<file path="config.mk">
export PLATFORM = sky130hd
export DESIGN_NAME = ecm_monitor
export DESIGN_NICKNAME = d
export VERILOG_FILES = /design/src/core/ecm_pkg.sv /design/src/core/ecm_monitor.sv
export SDC_FILE = /design/constraint.sdc
export NUM_CORES = 1
export LEC_CHECK = 0
export ABC_AREA = 1
export BUFFER_PORTS_ARGS = -buffer_cell sky130_fd_sc_hd__buf_2
export CAP_MARGIN = 20
export CORE_MARGIN = 3
export CORE_UTILIZATION = 25
export DETAILED_ROUTE_END_ITERATION = 6
export GPL_TIMING_DRIVEN = 0
export SYNTH_ARGS = -nofsm -noshare
export SYNTH_HDL_FRONTEND = slang
export SYNTH_SLANG_ARGS = --single-unit
</file>
<file path="constraint.sdc">
create_clock -name clk_sys -period 6.35 [get_ports clk_sys]
set_clock_uncertainty 0.05 [all_clocks]
set_input_delay 0 -clock clk_sys [delete_from_list [all_inputs] [get_ports clk_sys]]
set_output_delay 0 -clock clk_sys [all_outputs]
set_load 0.02 [all_outputs]
</file>
<file path="src/core/ecm_pkg.sv">
// Package for the event counter monitor: event codes, widths, carriers.
// Assumes a single core clock domain; no register bus.
package ecm_pkg;
    localparam int NCNT = 4;
    localparam int CW = 32;
    localparam int EVW = 8;
    localparam int NEV = 32;
    localparam int DIV_W = 6;
    localparam logic [DIV_W-1:0] DIV_LAST = 6'h3F;
    localparam logic [CW-1:0] CNT_ZERO = 32'h0000_0000;
    localparam logic [CW-1:0] CNT_MAX = 32'hFFFF_FFFF;
    localparam logic [EVW-1:0] EV_SWINC = 8'h00;
    localparam logic [EVW-1:0] EV_CYCLE = 8'h11;
    localparam logic [EVW-1:0] EV_LAST = 8'h1D;
    localparam logic [1:0] ACC_WR = 2'h1;
    localparam logic [1:0] ACC_RD = 2'h2;
    localparam logic [2:0] SEL_CYC = 3'h4;

    // Event code sets the bit with the same index
    typedef logic [NEV-1:0] ecm_events_t;

    typedef struct packed {
        logic [1:0] op;
        logic user;
        logic [2:0] sel;
        logic [CW-1:0] wdata;
    } ecm_acc_s;

    typedef struct packed {
        logic [NCNT-1:0] en;
        logic cyc_en;
        logic cyc_div;
        logic user_ok;
        logic [NCNT*EVW-1:0] sel;
    } ecm_cfg_s;
endpackage

</file>
<file path="src/core/ecm_monitor.sv">
// Event counter monitor: cycle counter plus event counters on the core clock.
// Assumes event pulses come from core logic on clk_sys; config bits are ports.
// Operation
// - Cycle counter every cycle or every 64
// - Several 32-bit counters, selectable event each
// - Counters read and written by access port
// - Counting never stalls or alters core
// - Enables, zero resets and overflow flags
// - Overflow interrupt when enabled per counter
// - Cycle counter has its own enable
// - Code 0x00 counts software increment writes
// - 0x01 icache refill, 0x14 icache access
// - 0x04 counts data cache accesses
// - 0x0B counts context identifier writes
// - 0x0D counts immediate branches
// - 0x10 counts mispredicted or unpredicted branches
// - 0x11 counts every core cycle
// - 0x12 counts speculative predictable branches
// - 0x0F counts unaligned loads and stores
// - 0x17 counts level two refills
// - User access only when permitted
`timescale 1ns/1ps
module ecm_monitor (
    input wire logic clk_sys,
    input wire logic rst_n,
    input wire ecm_pkg::ecm_events_t events,
    input wire ecm_pkg::ecm_cfg_s cfg,
    input wire logic [ecm_pkg::NCNT-1:0] cnt_clr,
    input wire logic cyc_clr,
    input wire logic [ecm_pkg::NCNT:0] ovf_clr,
    input wire logic [ecm_pkg::NCNT:0] irq_en,
    input wire logic [ecm_pkg::NCNT-1:0] sw_inc,
    input wire ecm_pkg::ecm_acc_s acc,
    output logic [ecm_pkg::CW-1:0] rdata,
    output logic rvalid,
    output logic acc_denied,
    output logic [ecm_pkg::NCNT:0] ovf_flags,
    output logic irq
);
    import ecm_pkg::*;

    // ------------------------------------------------------------
    // Counter state
    // ------------------------------------------------------------
    logic [CW-1:0] cnt_r [NCNT];
    logic [CW-1:0] cyc_r;
    logic [DIV_W-1:0] div_r;
    logic [NCNT:0] ovf_r;
    logic [CW-1:0] rdata_r;
    logic rvalid_r;
    logic denied_r;
    logic irq_r;

    function automatic logic [CW-1:0] inc1(input logic [CW-1:0] v);
        inc1 = v + CW'(1);
    endfunction

    // ------------------------------------------------------------
    // Access decode
    // ------------------------------------------------------------
    wire acc_ok = !acc.user || cfg.user_ok;
    wire acc_rd = (acc.op == ACC_RD) && acc_ok;
    wire acc_wr = (acc.op == ACC_WR) && acc_ok;
    wire acc_bad = (acc.op != 2'h0) && !acc_ok;
    wire wr_cyc = acc_wr && (acc.sel == SEL_CYC);
    wire div_tick = !cfg.cyc_div || (div_r == DIV_LAST);
    wire cyc_step = cfg.cyc_en && div_tick;
    wire cyc_wrap = cyc_step && (cyc_r == CNT_MAX);

    logic [NCNT-1:0] step;
    logic [NCNT-1:0] wrap;
    logic [NCNT-1:0] wr_sel;
    logic [CW-1:0] rd_mux;

    // Event selection; code 0x00 follows only the increment writes
    always_comb begin
        for (int i = 0; i < NCNT; i++) begin
            logic [EVW-1:0] code;
            code = cfg.sel[i*EVW +: EVW];
            if (code == EV_SWINC) begin
                step[i] = cfg.en[i] && sw_inc[i];
            end else if (code == EV_CYCLE) begin
                step[i] = cfg.en[i];
            end else if (code <= EV_LAST) begin
                step[i] = cfg.en[i] && events[code[4:0]];
            end else begin
                step[i] = 1'b0;
            end
            wrap[i] = step[i] && (cnt_r[i] == CNT_MAX);
            wr_sel[i] = acc_wr && (acc.sel == 3'(i));
        end
    end

    always_comb begin
        rd_mux = CNT_ZERO;
        if (acc.sel == SEL_CYC) begin
            rd_mux = cyc_r;
        end else if (acc.sel < 3'(NCNT)) begin
            rd_mux = cnt_r[acc.sel[1:0]];
        end
    end

    // ------------------------------------------------------------
    // Counters; clear beats write beats count
    // ------------------------------------------------------------
    always_ff @(posedge clk_sys) begin
        if (!rst_n) begin
            for (int i = 0; i < NCNT; i++) begin
                cnt_r[i] <= CNT_ZERO;
            end
        end else begin
            for (int i = 0; i < NCNT; i++) begin
                if (cnt_clr[i]) begin
                    cnt_r[i] <= CNT_ZERO;
                end else if (wr_sel[i]) begin
                    cnt_r[i] <= acc.wdata;
                end else if (step[i]) begin
                    cnt_r[i] <= inc1(cnt_r[i]);
                end
            end
        end
    end

    always_ff @(posedge clk_sys) begin
        if (!rst_n) begin
            cyc_r <= CNT_ZERO;
            div_r <= '0;
        end else begin
            if (cyc_clr) begin
                cyc_r <= CNT_ZERO;
                div_r <= '0;
            end else if (wr_cyc) begin
                cyc_r <= acc.wdata;
            end else if (cyc_step) begin
                cyc_r <= inc1(cyc_r);
            end
            if (cfg.cyc_en && !cyc_clr) begin
                div_r <= div_r + DIV_W'(1);
            end
        end
    end

    // ------------------------------------------------------------
    // Overflow flags, interrupt and read port
    // ------------------------------------------------------------
    wire [NCNT:0] ovf_set = {cyc_wrap, wrap};
    wire [NCNT:0] ovf_nxt = ovf_set | (ovf_r & ~ovf_clr);

    always_ff @(posedge clk_sys) begin
        if (!rst_n) begin
            ovf_r <= '0;
            irq_r <= 1'b0;
            rdata_r <= CNT_ZERO;
            rvalid_r <= 1'b0;
            denied_r <= 1'b0;
        end else begin
            ovf_r <= ovf_nxt;
            irq_r <= |(ovf_nxt & irq_en);
            rvalid_r <= acc_rd;
            denied_r <= acc_bad;
            if (acc_rd) begin
                rdata_r <= rd_mux;
            end
        end
    end

    assign rdata = rdata_r;
    assign rvalid = rvalid_r;
    assign acc_denied = denied_r;
    assign ovf_flags = ovf_r;
    assign irq = irq_r;

    // ------------------------------------------------------------
    // Checks
    // ------------------------------------------------------------
    cyc_count_a: assert property (@(posedge clk_sys) disable iff (!rst_n)
        cfg.cyc_en && !cfg.cyc_div && !cyc_clr && !wr_cyc
        |=> cyc_r == $past(cyc_r) + 32'h1)
        else $error("cycle counter did not step");
    cyc_hold_a: assert property (@(posedge clk_sys) disable iff (!rst_n)
        !cfg.cyc_en && !cyc_clr && !wr_cyc |=> $stable(cyc_r))
        else $error("cycle counter moved while disabled");
    ovf_sticky_a: assert property (@(posedge clk_sys) disable iff (!rst_n)
        ovf_r[0] && !ovf_clr[0] |=> ovf_r[0])
        else $error("overflow flag lost");
    wrap_flag_a: assert property (@(posedge clk_sys) disable iff (!rst_n)
        wrap[0] && !cnt_clr[0] && !wr_sel[0]
        |=> cnt_r[0] == CNT_ZERO && ovf_r[0])
        else $error("wrap did not set flag");
    irq_raise_a: assert property (@(posedge clk_sys) disable iff (!rst_n)
        (ovf_r & irq_en & ~ovf_clr) != '0 && $stable(irq_en) |=> irq)
        else $error("interrupt missing");
    clr_zero_a: assert property (@(posedge clk_sys) disable iff (!rst_n)
        cnt_clr[0] |=> cnt_r[0] == CNT_ZERO)
        else $error("counter not cleared");
    user_deny_a: assert property (@(posedge clk_sys) disable iff (!rst_n)
        acc.op == ACC_RD && acc.user && !cfg.user_ok |=> !rvalid && acc_denied)
        else $error("user access not denied");
    read_back_a: assert property (@(posedge clk_sys) disable iff (!rst_n)
        acc_rd |=> rvalid && rdata == $past(rd_mux))
        else $error("read data wrong");
    swinc_a: assert property (@(posedge clk_sys) disable iff (!rst_n)
        cfg.sel[EVW-1:0] == EV_SWINC && !sw_inc[0] && !cnt_clr[0]
        && !wr_sel[0] |=> $stable(cnt_r[0]))
        else $error("software increment counter moved");

    // ------------------------------------------------------------
    // Cycle counter checks
    // ------------------------------------------------------------
    cyc_div_hold_a: assert property (@(posedge clk_sys) disable iff (!rst_n)
        cfg.cyc_en && cfg.cyc_div && div_r != DIV_LAST && !cyc_clr
        && !wr_cyc |=> $stable(cyc_r))
        else $error("divided cycle counter stepped early");

    cyc_div_step_a: assert property (@(posedge clk_sys) disable iff (!rst_n)
        cfg.cyc_en && cfg.cyc_div && div_r == DIV_LAST && !cyc_clr
        && !wr_cyc |=> cyc_r == $past(cyc_r) + 32'h1)
        else $error("divided cycle counter did not step");

    cyc_clear_a: assert property (@(posedge clk_sys) disable iff (!rst_n)
        cyc_clr |=> cyc_r == CNT_ZERO && div_r == '0)
        else $error("cycle counter not cleared");

    cyc_wrap_a: assert property (@(posedge clk_sys) disable iff (!rst_n)
        cyc_wrap && !cyc_clr && !wr_cyc
        |=> cyc_r == CNT_ZERO && ovf_r[NCNT])
        else $error("cycle counter wrap did not set flag");

    cyc_write_a: assert property (@(posedge clk_sys) disable iff (!rst_n)
        wr_cyc && !cyc_clr |=> cyc_r == $past(acc.wdata))
        else $error("cycle counter write lost");

    // ------------------------------------------------------------
    // Event counter checks
    // ------------------------------------------------------------
    cnt_step_a: assert property (@(posedge clk_sys) disable iff (!rst_n)
        step[0] && !cnt_clr[0] && !wr_sel[0]
        |=> cnt_r[0] == $past(cnt_r[0]) + 32'h1)
        else $error("event counter did not step");

    cnt_idle_a: assert property (@(posedge clk_sys) disable iff (!rst_n)
        !cfg.en[0] && !cnt_clr[0] && !wr_sel[0] |=> $stable(cnt_r[0]))
        else $error("disabled event counter moved");

    cnt_write_a: assert property (@(posedge clk_sys) disable iff (!rst_n)
        wr_sel[0] && !cnt_clr[0] |=> cnt_r[0] == $past(acc.wdata))
        else $error("event counter write lost");

    cnt_last_clr_a: assert property (@(posedge clk_sys) disable iff (!rst_n)
        cnt_clr[NCNT-1] |=> cnt_r[NCNT-1] == CNT_ZERO)
        else $error("last counter not cleared");

    every_cycle_a: assert property (@(posedge clk_sys) disable iff (!rst_n)
        cfg.en[0] && cfg.sel[EVW-1:0] == EV_CYCLE && !cnt_clr[0]
        && !wr_sel[0] |=> cnt_r[0] == $past(cnt_r[0]) + 32'h1)
        else $error("cycle event did not count");

    swinc_step_a: assert property (@(posedge clk_sys) disable iff (!rst_n)
        cfg.en[0] && cfg.sel[EVW-1:0] == EV_SWINC && sw_inc[0]
        && !cnt_clr[0] && !wr_sel[0]
        |=> cnt_r[0] == $past(cnt_r[0]) + 32'h1)
        else $error("software increment not counted");

    ev_count_a: assert property (@(posedge clk_sys) disable iff (!rst_n)
        cfg.en[0] && cfg.sel[EVW-1:0] != EV_SWINC
        && cfg.sel[EVW-1:0] != EV_CYCLE && cfg.sel[EVW-1:0] <= EV_LAST
        && events[cfg.sel[4:0]] && !cnt_clr[0] && !wr_sel[0]
        |=> cnt_r[0] == $past(cnt_r[0]) + 32'h1)
        else $error("selected event not counted");

    ev_quiet_a: assert property (@(posedge clk_sys) disable iff (!rst_n)
        cfg.sel[EVW-1:0] != EV_SWINC && cfg.sel[EVW-1:0] != EV_CYCLE
        && cfg.sel[EVW-1:0] <= EV_LAST && !events[cfg.sel[4:0]]
        && !cnt_clr[0] && !wr_sel[0] |=> $stable(cnt_r[0]))
        else $error("counter moved without its event");

    reserved_a: assert property (@(posedge clk_sys) disable iff (!rst_n)
        cfg.sel[EVW-1:0] > EV_LAST && !cnt_clr[0] && !wr_sel[0]
        |=> $stable(cnt_r[0]))
        else $error("reserved code counted");

    // ------------------------------------------------------------
    // Flag, interrupt and access checks
    // ------------------------------------------------------------
    ovf_clear_a: assert property (@(posedge clk_sys) disable iff (!rst_n)
        ovf_clr[0] && !wrap[0] |=> !ovf_r[0])
        else $error("overflow flag not cleared");

    ovf_set_wins_a: assert property (@(posedge clk_sys) disable iff (!rst_n)
        wrap[0] && ovf_clr[0] |=> ovf_r[0])
        else $error("clear beat overflow set");

    irq_low_a: assert property (@(posedge clk_sys) disable iff (!rst_n)
        (ovf_nxt & irq_en) == '0 |=> !irq)
        else $error("interrupt without enabled flag");

    user_wr_a: assert property (@(posedge clk_sys) disable iff (!rst_n)
        acc.op == ACC_WR && acc.user && !cfg.user_ok && acc.sel == '0
        && !cnt_clr[0] && !cfg.en[0] |=> $stable(cnt_r[0]) && acc_denied)
        else $error("user write not refused");

    user_ok_a: assert property (@(posedge clk_sys) disable iff (!rst_n)
        acc.op == ACC_RD && acc.user && cfg.user_ok
        |=> rvalid && !acc_denied)
        else $error("permitted user read refused");

    idle_quiet_a: assert property (@(posedge clk_sys) disable iff (!rst_n)
        acc.op == '0 |=> !rvalid && !acc_denied)
        else $error("answer without access");

    rdata_hold_a: assert property (@(posedge clk_sys) disable iff (!rst_n)
        !acc_rd |=> $stable(rdata))
        else $error("read data changed without read");
endmodule

</file>
Word level (Yosys, flattened, before mapping) --
Memories as Yosys holds them, arrays and structs flattened. Cells that the tools add are included.
Storage, ports and cells: register bits 78, bits in writable memories 128, input port bits 130, memories kept 1
Memories:
- cnt_r | depth 4, width 32, rd ports 5, clocked after Yosys merged registers in 0, write ports 4, RTL line ecm_monitor.sv:45 | logic [CW-1:0] cnt_r [NCNT];
Cells by class: add/subtract/negate cells 6, magnitude comparators 9, eq/ne operators 16, mux-type cells 87, bitwise operators 17, reductions and logical operators 39
Operators with widths (count):
- 2-to-1 mux 32 bit | 16
- adder 32 x 1 -> 32 bit, second input constant | 5
- == test 32 bit, second input constant | 5
- 2-to-1 mux 1 bit | 65
- == test 8 x 5 -> 1 bit, second input constant | 4
- <= comparator 8 x 5 -> 1 bit, second input constant | 4
- logical NOT 8 bit | 4
- less-than comparator 5 x 6 -> 1 bit, second input constant | 4
- logical AND 1 bit | 23
- binary-select mux 1 bit (select 5 bit) | 4
- 2-to-1 mux 6 bit | 2
- OR 1 bit | 12
- bitwise AND 5 bit | 2
- adder 6 x 1 -> 6 bit, second input constant | 1
- == test 3 x 2 -> 1 bit, second input constant | 2
- == test 6 bit, second input constant | 1
- nonzero test 2 bit | 3
- NOT 5 bit | 1
- OR 5 bit | 1
- OR reduction 5 bit | 1
- logical NOT 1 bit | 4
- == test 3 x 1 -> 1 bit, second input constant | 1
- == test 3 bit, second input constant | 1
- logical NOT 3 bit | 1
- 6 further kinds | 7

Depth between registers and ports, before layout --
Gate-level depths: netlist of run 1.
word-level depth 12, mapped depth 19, gate-level depth less buffers 17

Least setup slack after synthesis of run 1 --
Ideal clock, no wire load.
path type input -> register, start point input port cfg[0] in the netlist's numbering, end point memory cnt_r[0][0] (enable), arrival time 2.115 ns, data required time 5.671 ns, slack 3.556 ns, stages on the path 8, path through buf_2 buf_2 nor2_1 nand3_1 o31a_1 nand3_2 buf_2 nand4_1
RTL lines:
- from (decl) | RTL line ecm_monitor.sv:27 | input wire ecm_pkg::ecm_cfg_s cfg,
- to (decl) | RTL line ecm_monitor.sv:45

==> impl_metrics.toml, run 1 <==
[timing]
rsz0062_at_grt = "false"
period_minus_slack_ns = 4.07
hold_violations = 0
tightest_slew_ns = 0.909
slew_headroom_pct = 39.4
fin_crit_sh_pct = 64.1
finalMaxSlewViolations = 0
finalSetupViolations = 0
final.setup.tns_ns = 0
fmax_ghz = 0.245

[layout]
syn2layout_area_growth_pct = 23.9
final.fill_count = 6193
final_util_pct = 31.6
fin_cells = 3028
fin_area_um2 = 17600
drive_gt1_share_pct = 12.9
final_nets = 2395

[clock_network]
clk_path_buf_depth = 3
cts_tree = "done"
cts.hold.buffers_added = 63
cts.sinks = 206
cts_root_buf = "clkbuf_16"
cts_buffers = 25
cts.htree.levels = 1
cts_resized = 0
cts.clk_slew.worst_paths_ns = 0.06
clock_latency_ns = 0.58
post_cts_buffers = 0

[placement]
numPlacedInstances = 2916
port_buffers = 167
placed_area_um2 = 16100
hpwl_um = 42900
gp_congestion = 0.937

[outcome]
status = "completed"

[synthesis]
synth.most_common_cell = "nand2_1"
syn_nets = 2130
synth.top_cell.area_share_pct = 27.0
netlist_area_um2 = 14200
synth_cells = 1994
synth-edff-count = 128
synth_cell_types = 53
synth_commonest_cells = "nand2_1, inv_1, o21ai_0"
yosys_warnings = 0
synth.avg_cell_area_um2 = 7.14
yosys-top-cells-area = "edfxtp_1, nand2_1, dfxtp_1, inv_1, xor2_1"
ys_seq_area_share_pct = 38.0
synthArstFlopShare_pct = 0
synth-main-ff-cell = "edfxtp_1"
synth-seq-cells = 206
synth.largest_area_cell = "edfxtp_1"

[run]
maxCapViolCount = 0

[floorplan]
die_y_um = 245
core_area_um2 = 55700
die_x_um = 245
dieArea_um2 = 59800
num_rows = 86
io_pins = 170
start_util_pct = 25.5

[critical_path]
critPathRequiredTime_ns = 6.77
crit_path_end = "irq"
rr_startpoint = "cnt_r[2][0]"
critPathLaunch = "cnt_r[2][0]"
startpoint_type = "flip-flop"
crit_chain = "ha_1 -> nand3_1 -> nor2_1 -> nand3_1 -> nor2_1 -> nand4_1 -> nor3_1 -> nand3_1 -> nand2_1 -> nand2_1 -> nand3_1 -> dlygate4sd3_1 -> nor2_1 -> dlygate4sd3_1 -> nor2_1"
path_class = "reg -> reg"
r2r_end = "irq"
path_max_fanout = 4
endpoint_kind = "flip-flop"
cp_slowest_cell = "nor3_1"
rr_worst_depth = 15
rrSetupSlack_ns = 2.28
crit_arrival_ns = 4.49
max_stage_delay_ns = 0.59

[global_routing]
grt-ovfl-total = 0
grt_pass1_wl_um = 82400
grt_start_max_net_pins = 22
grt_pass1_vias = 13951
grt_usage_pct = 17.6
antenna_found_initial = 2

[min_path]
hp-class = "in -> reg"
hold_path_depth = 3

[detailed_routing]
wl_per_cell_um = 18.1
drcViolationCount = 0
drt-initial-drc-count = 1607
via_per_inst = 4.93
ant_nets = 0
first_pass_iters = 6
num_vias = 14924
routed_wl_um = 54900

[power_and_ir_drop]
ir_drop_uv = 151
leakage_nw = 6.94
p_total_mw = 3.51
pwr_density_cell_nw_per_um2 = 199
worst min path at each step:
stage	start	end	slack, ns
after global placement	acc[12]	cyc_r[12]	0.22
after global routing	cnt_clr[2]	cnt_r[2][21]	0.06
final	cnt_clr[2]	cnt_r[2][21]	0.03
after CTS	ovf_clr[4]	ovf_flags[4]	0.005
after detailed placement	acc[12]	cyc_r[12]	0.23
after floorplan	cfg[34]	div_r[0]	0.08
critical path, delay by kind of cell (launching register included):
family	cells	cell delay (ns)
adders and majority gates	1	0.20
buffers and inverters	2	1.10
DFF	1	0.40
and+or+nand+nor	12	2.22
state kept, by name, summed over array words and instances (netlist names):
signal      count
rvalid          1
cyc_r          32
ovf_flags       5
div_r           6
rdata          32
acc_denied      1
cnt_r         128
irq             1
layout by cell type, fill, tap and decap left out, drive strengths merged, types with 2 or more instances in the layout:
| cell | n |
|---|---|
| dfxtp | 78 |
| edfxtp | 128 |
| ha | 6 |
| nand4 | 36 |
| a21oi | 32 |
| xnor2 | 10 |
| dlygate4sd3 | 64 |
| clkinv | 10 |
| o32ai | 4 |
| inv | 288 |
| a31oi | 61 |
| bufinv | 2 |
| a21boi | 8 |
| clkinvlp | 2 |
| or2 | 4 |
| diode | 2 |
| o31ai | 2 |
| buf | 203 |
| nand3b | 2 |
| o2bb2ai | 8 |
| nor3 | 62 |
| o22ai | 105 |
| nor2 | 149 |
| nand2 | 514 |
| o221ai | 2 |
| o21ai | 170 |
| xor2 | 111 |
| o211ai | 5 |
| clkbuf | 75 |
| nand3 | 116 |
| or3 | 3 |
| nor4 | 11 |
cell families (layout without fill, tap and decap cells):
family	Yosys count	after routing	share of synthesized area (%)
XOR/XNOR	121	121	7.44
AND/OR/NAND/NOR	899	899	27.6
buffers and inverters	360	644	9.99
flip-flops	206	206	38.0
other	0	2	0
adder cells (fa/ha/maj)	6	6	0.527
AO/OA/AOI/OAI	402	402	16.4
metal layers:
metal | part of all wire, % | global-route usage [%] | up-vias
met5 | 0 | 0 | -
met4 | 3.5 | 6.44 | 0
met3 | 6.4 | 1.75 | 99
met2 | 48 | 29.7 | 586
met1 | 42 | 23.4 | 6981
li1 | - | - | 7258
cell type report:
type	instances	area, µm²	share of cell area, %
multi-input combinational	1428	7410	42.0
inverter	286	1070	6.09
sequential	206	5410	30.6
antenna	2	5.00	0.0284
buffer	74	349	1.98
timing repair buffer	238	1610	9.11
tap	748	936	5.31
clock inverter	16	158	0.894
clock buffer	30	697	3.95
where the power goes:
| part | total [mW] | internal, mW | leakage, nW | switching [mW] |
|---|---|---|---|---|
| clock | 1.52 | 0.874 | 0.420 | 0.651 |
| sequential | 1.52 | 1.47 | 2.06 | 0.0486 |
| combinational | 0.465 | 0.156 | 4.46 | 0.309 |
| total | 3.51 | 2.50 | 6.94 | 1.01 |
per-stage QoR:
step	hold WS (ns)	worst slack [ns]
floorplan	0.0794	3.56
global placement	0.221	1.87
detailed placement	0.229	3.01
CTS	0.00485	2.18
global route	0.0580	1.91
finish	0.0277	2.28
(Power assumes the default switching activity.)
==> run 2: changes to the inputs <==
Clock period 6.35 ns to 3.35 ns, I/O delays scaled along.
==> run 2 against run 1 <==
Sequential share of layout area decreased by 0.11 points. Clock-buffer cell count unchanged. Largest power group is now the clock network. Largest cell class unchanged. Core utilization increased by 0.11 points. Highest routed layer unchanged.
==> impl_metrics.toml, run 2 (synthesis gave the netlist of run 1 again) <==
[clock_network]
clk_path_buf_depth = 3
cts.htree.levels = 1
cts_root_buf = "clkbuf_16"
cts.sinks = 206
cts_tree = "done"
clock_latency_ns = 0.57
cts_buffers = 25
cts.clk_slew.worst_paths_ns = 0.06

[critical_path]
path_buf_inv = 7
startpoint_type = "input pin"
cp_slowest_cell = "clkbuf_1"
max_stage_delay_ns = 0.73
critPathRequiredTime_ns = 3.63
r2r_end = "ovf_flags[0]"
cpLargestDelayFamily = "buffers and inverters"
rrSetupSlack_ns = 0.27
rr_startpoint = "cnt_r[0][1]"
path_class = "in -> reg"
endpoint_kind = "flip-flop"
rr_worst_depth = 12
crit_arrival_ns = 3.40
crit_chain = "dlygate4sd3_1 -> buf_2 -> inv_1 -> clkbuf_1 -> nor3_2 -> nand3_1 -> buf_2 -> nand4_1 -> buf_8 -> buf_8"
path_max_fanout = 17

[timing]
slew_headroom_pct = 36.0
finalMaxSlewViolations = 0
fin_crit_sh_pct = 93.1
tightest_slew_ns = 0.960
hold_violations = 0
rsz0062_at_grt = "false"
fin_ws_ns = 0.231
period_minus_slack_ns = 3.12
finalSetupViolations = 0
final.setup.tns_ns = 0
fmax_ghz = 0.321

[global_routing]
grt_usage_pct = 17.6
grt_pass1_wl_um = 82300
antenna_found_initial = 1
grt-ovfl-total = 0
grt_start_max_net_pins = 22
grt_pass1_vias = 13937

[placement]
post-place-ws_ns = 0.0104
port_buffers = 167
hpwl_um = 42900
numPlacedInstances = 2916
gp_congestion = 0.937

[floorplan]
num_rows = 86
die_y_um = 245
io_pins = 170
die_x_um = 245
start_util_pct = 25.5
dieArea_um2 = 59800
core_area_um2 = 55700

[detailed_routing]
num_vias = 14870
drcViolationCount = 0
wl_per_cell_um = 18.1
routed_wl_um = 54800
via_per_inst = 4.90
drt-initial-drc-count = 1618
ant_nets = 0
first_pass_iters = 5

[min_path]
hp-class = "in -> reg"
hold_path_end = "cnt_r[2][21]"
worstHoldStart = "cnt_clr[2]"
hold_path_depth = 3

[layout]
syn2layout_area_growth_pct = 24.3
mostFrequentLayoutCell = "nand2_1"
final_cell_mix = "nand2_1, inv_1, buf_2"
fin_cells = 3032
max_flop_register = "cnt_r"
final.fill_count = 6177
final_nets = 2400
drive_gt1_share_pct = 13.2
final_util_pct = 31.8
largest_reg_flops = 128

[power_and_ir_drop]
leakage_nw = 6.96
ir_drop_uv = 286
pwr_density_cell_nw_per_um2 = 376

[outcome]
status = "completed"

[run]
maxCapViolCount = 0
-- run 2: cell count changes in the layout (fill, tap and decap cells not counted), sizes merged --
cell	delta
buf	+2
diode	-1
dlygate4sd3	+3
-- run 2: report_power, final --
| part | internal, mW | switching [mW] |
|---|---|---|
| Combinational | 0.303 | 0.585 |
| Clock | 1.66 | 1.23 |
| Sequential | 2.79 | 0.0908 |
| Total | 4.75 | 1.91 |
-- run 2: worst max path at each step --
stage                startpoint      endpoint  slack [ns]  cells after the start
CTS                       rst_n  cnt_r[2][29]        0.07                     10
global placement          rst_n  cnt_r[2][29]       -1.13                      7
finish                    rst_n  cnt_r[2][29]        0.23                     10
detailed placement        rst_n  cnt_r[2][29]        0.01                      9
global route        cnt_r[1][0]  ovf_flags[1]      0.0002                     12
floorplan                cfg[0]   cnt_r[0][0]        0.56                      8
-- run 2: routing by layer --
layer / up-vias / global-route usage [%] / wire length (µm)
met1: 6923 / 23.4 / 23200
met2: 585 / 29.7 / 26000
li1: 7260 / - / -
met4: 0 / 6.34 / 1970
met5: - / 0 / 0
met3: 102 / 1.73 / 3630
-- run 2: worst register-to-register path, delay by kind of cell (launching register included) --
| kind | cells | cell delay (ns) |
|---|---|---|
| compound gates | 1 | 0.16 |
| fa+ha+maj | 1 | 0.21 |
| simple gates | 8 | 1.53 |
| buf+inv | 2 | 0.65 |
| flops | 1 | 0.41 |
-- run 2: through the flow --
stage	hold WS [ns]	area, µm²	total power, mW
after floorplan	0.0794	14200	3.37
after global placement	0.221	16000	3.74
after detailed placement	0.229	16100	3.75
after CTS	0.00485	17700	6.68
after global routing	0.0401	17700	6.87
final	0.0442	17700	6.66
-- run 2: repair_timing --
action                     in CTS  in global routing
setup buffers                   0                  2
hold buffers                   66                  1
hold endpoints to repair      181                  1
gates resized for setup         0                  5
setup endpoints to repair       0                 42
-- run 2: cell type report --
cell class,count,area (µm²),share of cell area [%]
diodes,1,2.50,0.0141
inverters,286,1070,6.06
plain buffers,74,349,1.97
clock inverters,16,158,0.891
clock buffers,30,697,3.94
flip-flops and latches,206,5410,30.5
repair buffers,243,1650,9.33
multi-input cells,1428,7430,42.0
well taps,748,936,5.29
==> run 3: changes to the inputs <==
Settings changed: ABC_AREA 1 to not set.
==> run 3 against run 2 <==
Global-route usage shrank 1.0 points. Critical endpoint is now irq. Power shrank 3.5%. Synthesized area shrank 5.1%. Worst hold slack lost 0.0012 ns. First-iteration DRC count shrank 31%. Highest routed layer is now met5. Flip-flop and latch count is the same.
==> impl_metrics.toml, run 3 <==
[outcome]
status = "completed"

[critical_path]
cp_common_cell = "nand4_1"
crit_arrival_ns = 3.60
path_class = "reg -> reg"
critPathRequiredTime_ns = 3.77
path_max_fanout = 7
path_buf_inv = 0
cpLargestDelayFamily = "compound AO/OA/AOI/OAI gates"
crit_chain = "ha_1 -> nand4_1 -> o22ai_1 -> nand4_1 -> o32a_1 -> o21bai_1 -> o311ai_0 -> nand4_1"
cp_slowest_cell = "nand4_1"
max_stage_delay_ns = 0.72
endpoint_kind = "flip-flop"
startpoint_type = "flip-flop"

[detailed_routing]
drt-initial-drc-count = 1114
first_pass_iters = 5
routed_wl_um = 48600
wl_per_cell_um = 20.6
drcViolationCount = 0
ant_nets = 0
num_vias = 12353
via_per_inst = 5.24

[clock_network]
clk_path_buf_depth = 3
cts.htree.levels = 1
cts.clk_slew.worst_paths_ns = 0.06
cts_tree = "done"
cts_buffers = 25
clock_latency_ns = 0.53
cts_root_buf = "clkbuf_16"
cts.sinks = 206

[run]
maxCapViolCount = 0

[synthesis]
netlist_area_um2 = 13500
yosys_warnings = 0
synth.most_common_cell = "nand2_1"
synth-edff-count = 128
synthArstFlopShare_pct = 0
synth_cell_types = 73
synth.largest_area_cell = "edfxtp_1"
synth_commonest_cells = "nand2_1, edfxtp_1, nor2_1, o21ai_0, xor2_1"
syn_nets = 1545
synth-seq-cells = 206
synth.top_cell.area_share_pct = 28.5
synth_cells = 1409
synth-main-ff-cell = "edfxtp_1"
yosys-top-cells-area = "edfxtp_1, dfxtp_1, mux4_2, nand2_1, xor2_1"
ys_seq_area_share_pct = 40.0
synth.avg_cell_area_um2 = 9.59

[power_and_ir_drop]
leakage_nw = 6.00
ir_drop_uv = 358
pwr_density_cell_nw_per_um2 = 388

[timing]
finalMaxSlewViolations = 0
hold_violations = 0
fmax_ghz = 0.314
finalSetupViolations = 0
fin_crit_sh_pct = 95.0
period_minus_slack_ns = 3.18
holdWs_ns = 0.0430
tightest_slew_ns = 1.01
rsz0062_at_grt = "false"
fin_ws_ns = 0.168
slew_headroom_pct = 31.8

[global_routing]
grt_pass1_wl_um = 73600
grt_usage_pct = 16.5
grt-ovfl-total = 0
grt_start_max_net_pins = 33
grt_pass1_vias = 12416
antenna_found_initial = 3

[floorplan]
num_rows = 84
io_pins = 170
die_y_um = 238
die_x_um = 238
dieArea_um2 = 56800
core_area_um2 = 53000
start_util_pct = 25.5

[placement]
placed_area_um2 = 15200
port_buffers = 161
gp_congestion = 0.900
hpwl_um = 37900
post-place-ws_ns = 0.180

[layout]
final_cell_mix = "nand2_1, buf_2, edfxtp_1"
mostFrequentLayoutCell = "nand2_1"
fin_area_um2 = 16500
max_flop_register = "cnt_r"
drive_gt1_share_pct = 19.9
final_nets = 1787
largest_reg_flops = 128
final_util_pct = 31.2
syn2layout_area_growth_pct = 22.5
final.fill_count = 5591

[min_path]
hp-class = "in -> reg"
-- run 3: cell count changes in the layout (fill, tap and decap cells not counted), sizes merged, moves of 32 or more --
cell,previous run,this run
nor2,149,99
nand2,514,249
xnor2,10,57
nor3,62,20
mux4,0,52
o22ai,105,3
o211a,0,32
inv,288,20
a31oi,61,6
a22oi,0,34
o21ai,170,136
nand3,116,66
-- run 3: cells by family (layout without fill, tap and decap cells) --
logic type	after synthesis	in the layout	synth area share (%)
xor+xnor	154	154	9.99
other cells	0	1	0
simple gates	581	581	20.4
fa+ha+maj	6	6	0.556
flops	206	206	40.0
mux	78	78	10.8
buf+inv	104	364	3.45
compound gates	280	280	14.8
-- run 3: worst paths after layout --
| check | start | end | depth (start not counted) | slack [ns] |
|---|---|---|---|---|
| setup / recovery | cyc_r[0] | irq | 8 | 0.17 |
| hold / removal | cfg[34] | cyc_r[1] | 4 | 0.04 |
| setup reg to reg | cyc_r[0] | irq | 8 | 0.17 |
| hold reg to reg | rdata[21] | rdata[21] | 1 | 0.44 |
-- run 3: repair_timing --
item | CTS | global route
endpoints found under the setup margin | 0 | 5
hold buffers | 52 | 0
gates resized for setup | 0 | 3
buffers inserted | 0 | 2
endpoints found under the hold margin | 167 | 0
-- run 3: where the power goes --
| part | total (mW) | switching [mW] | internal, mW |
|---|---|---|---|
| combinational | 0.809 | 0.460 | 0.349 |
| clock | 2.69 | 1.10 | 1.59 |
| sequential | 2.93 | 0.122 | 2.80 |
-- run 3: final cells by class --
cell class | count | area [µm²] | share of cell area [%]
Sequential cell | 206 | 5410 | 32.7
Clock buffer | 41 | 787 | 4.76
Timing Repair Buffer | 215 | 1340 | 8.11
Tap cell | 688 | 861 | 5.20
Buffer | 83 | 387 | 2.34
Multi-Input combinational cell | 1099 | 7660 | 46.3
Inverter | 21 | 78.8 | 0.476
Antenna cell | 1 | 2.50 | 0.0151
Clock inverter | 4 | 20.0 | 0.121
-- run 3: layer usage --
metal / wire length, µm / share of wire [%] / GRT usage, %
met2: 22600 / 47 / 27.7
met4: 980 / 2.0 / 3.92
met5: 33 / 0.068 / 0
met1: 20600 / 43 / 22.0
met3: 4270 / 8.8 / 3.43
-- run 3: worst min-delay path, cell delays in order --
cell      delay (ns)
buf_2           0.11
clkbuf_1        0.23
nand3_1         0.15
a311oi_1        0.08
-- run 3: metrics by stage --
stage / power (mW) / instances / setup TNS, ns
after floorplan: 3.38 / 1409 / 0
after global placement: 3.72 / 2258 / -3.48
after detailed placement: 3.73 / 2258 / 0
after CTS: 6.45 / 2355 / 0
after global routing: 6.63 / 2357 / 0
final: 6.43 / 2358 / 0
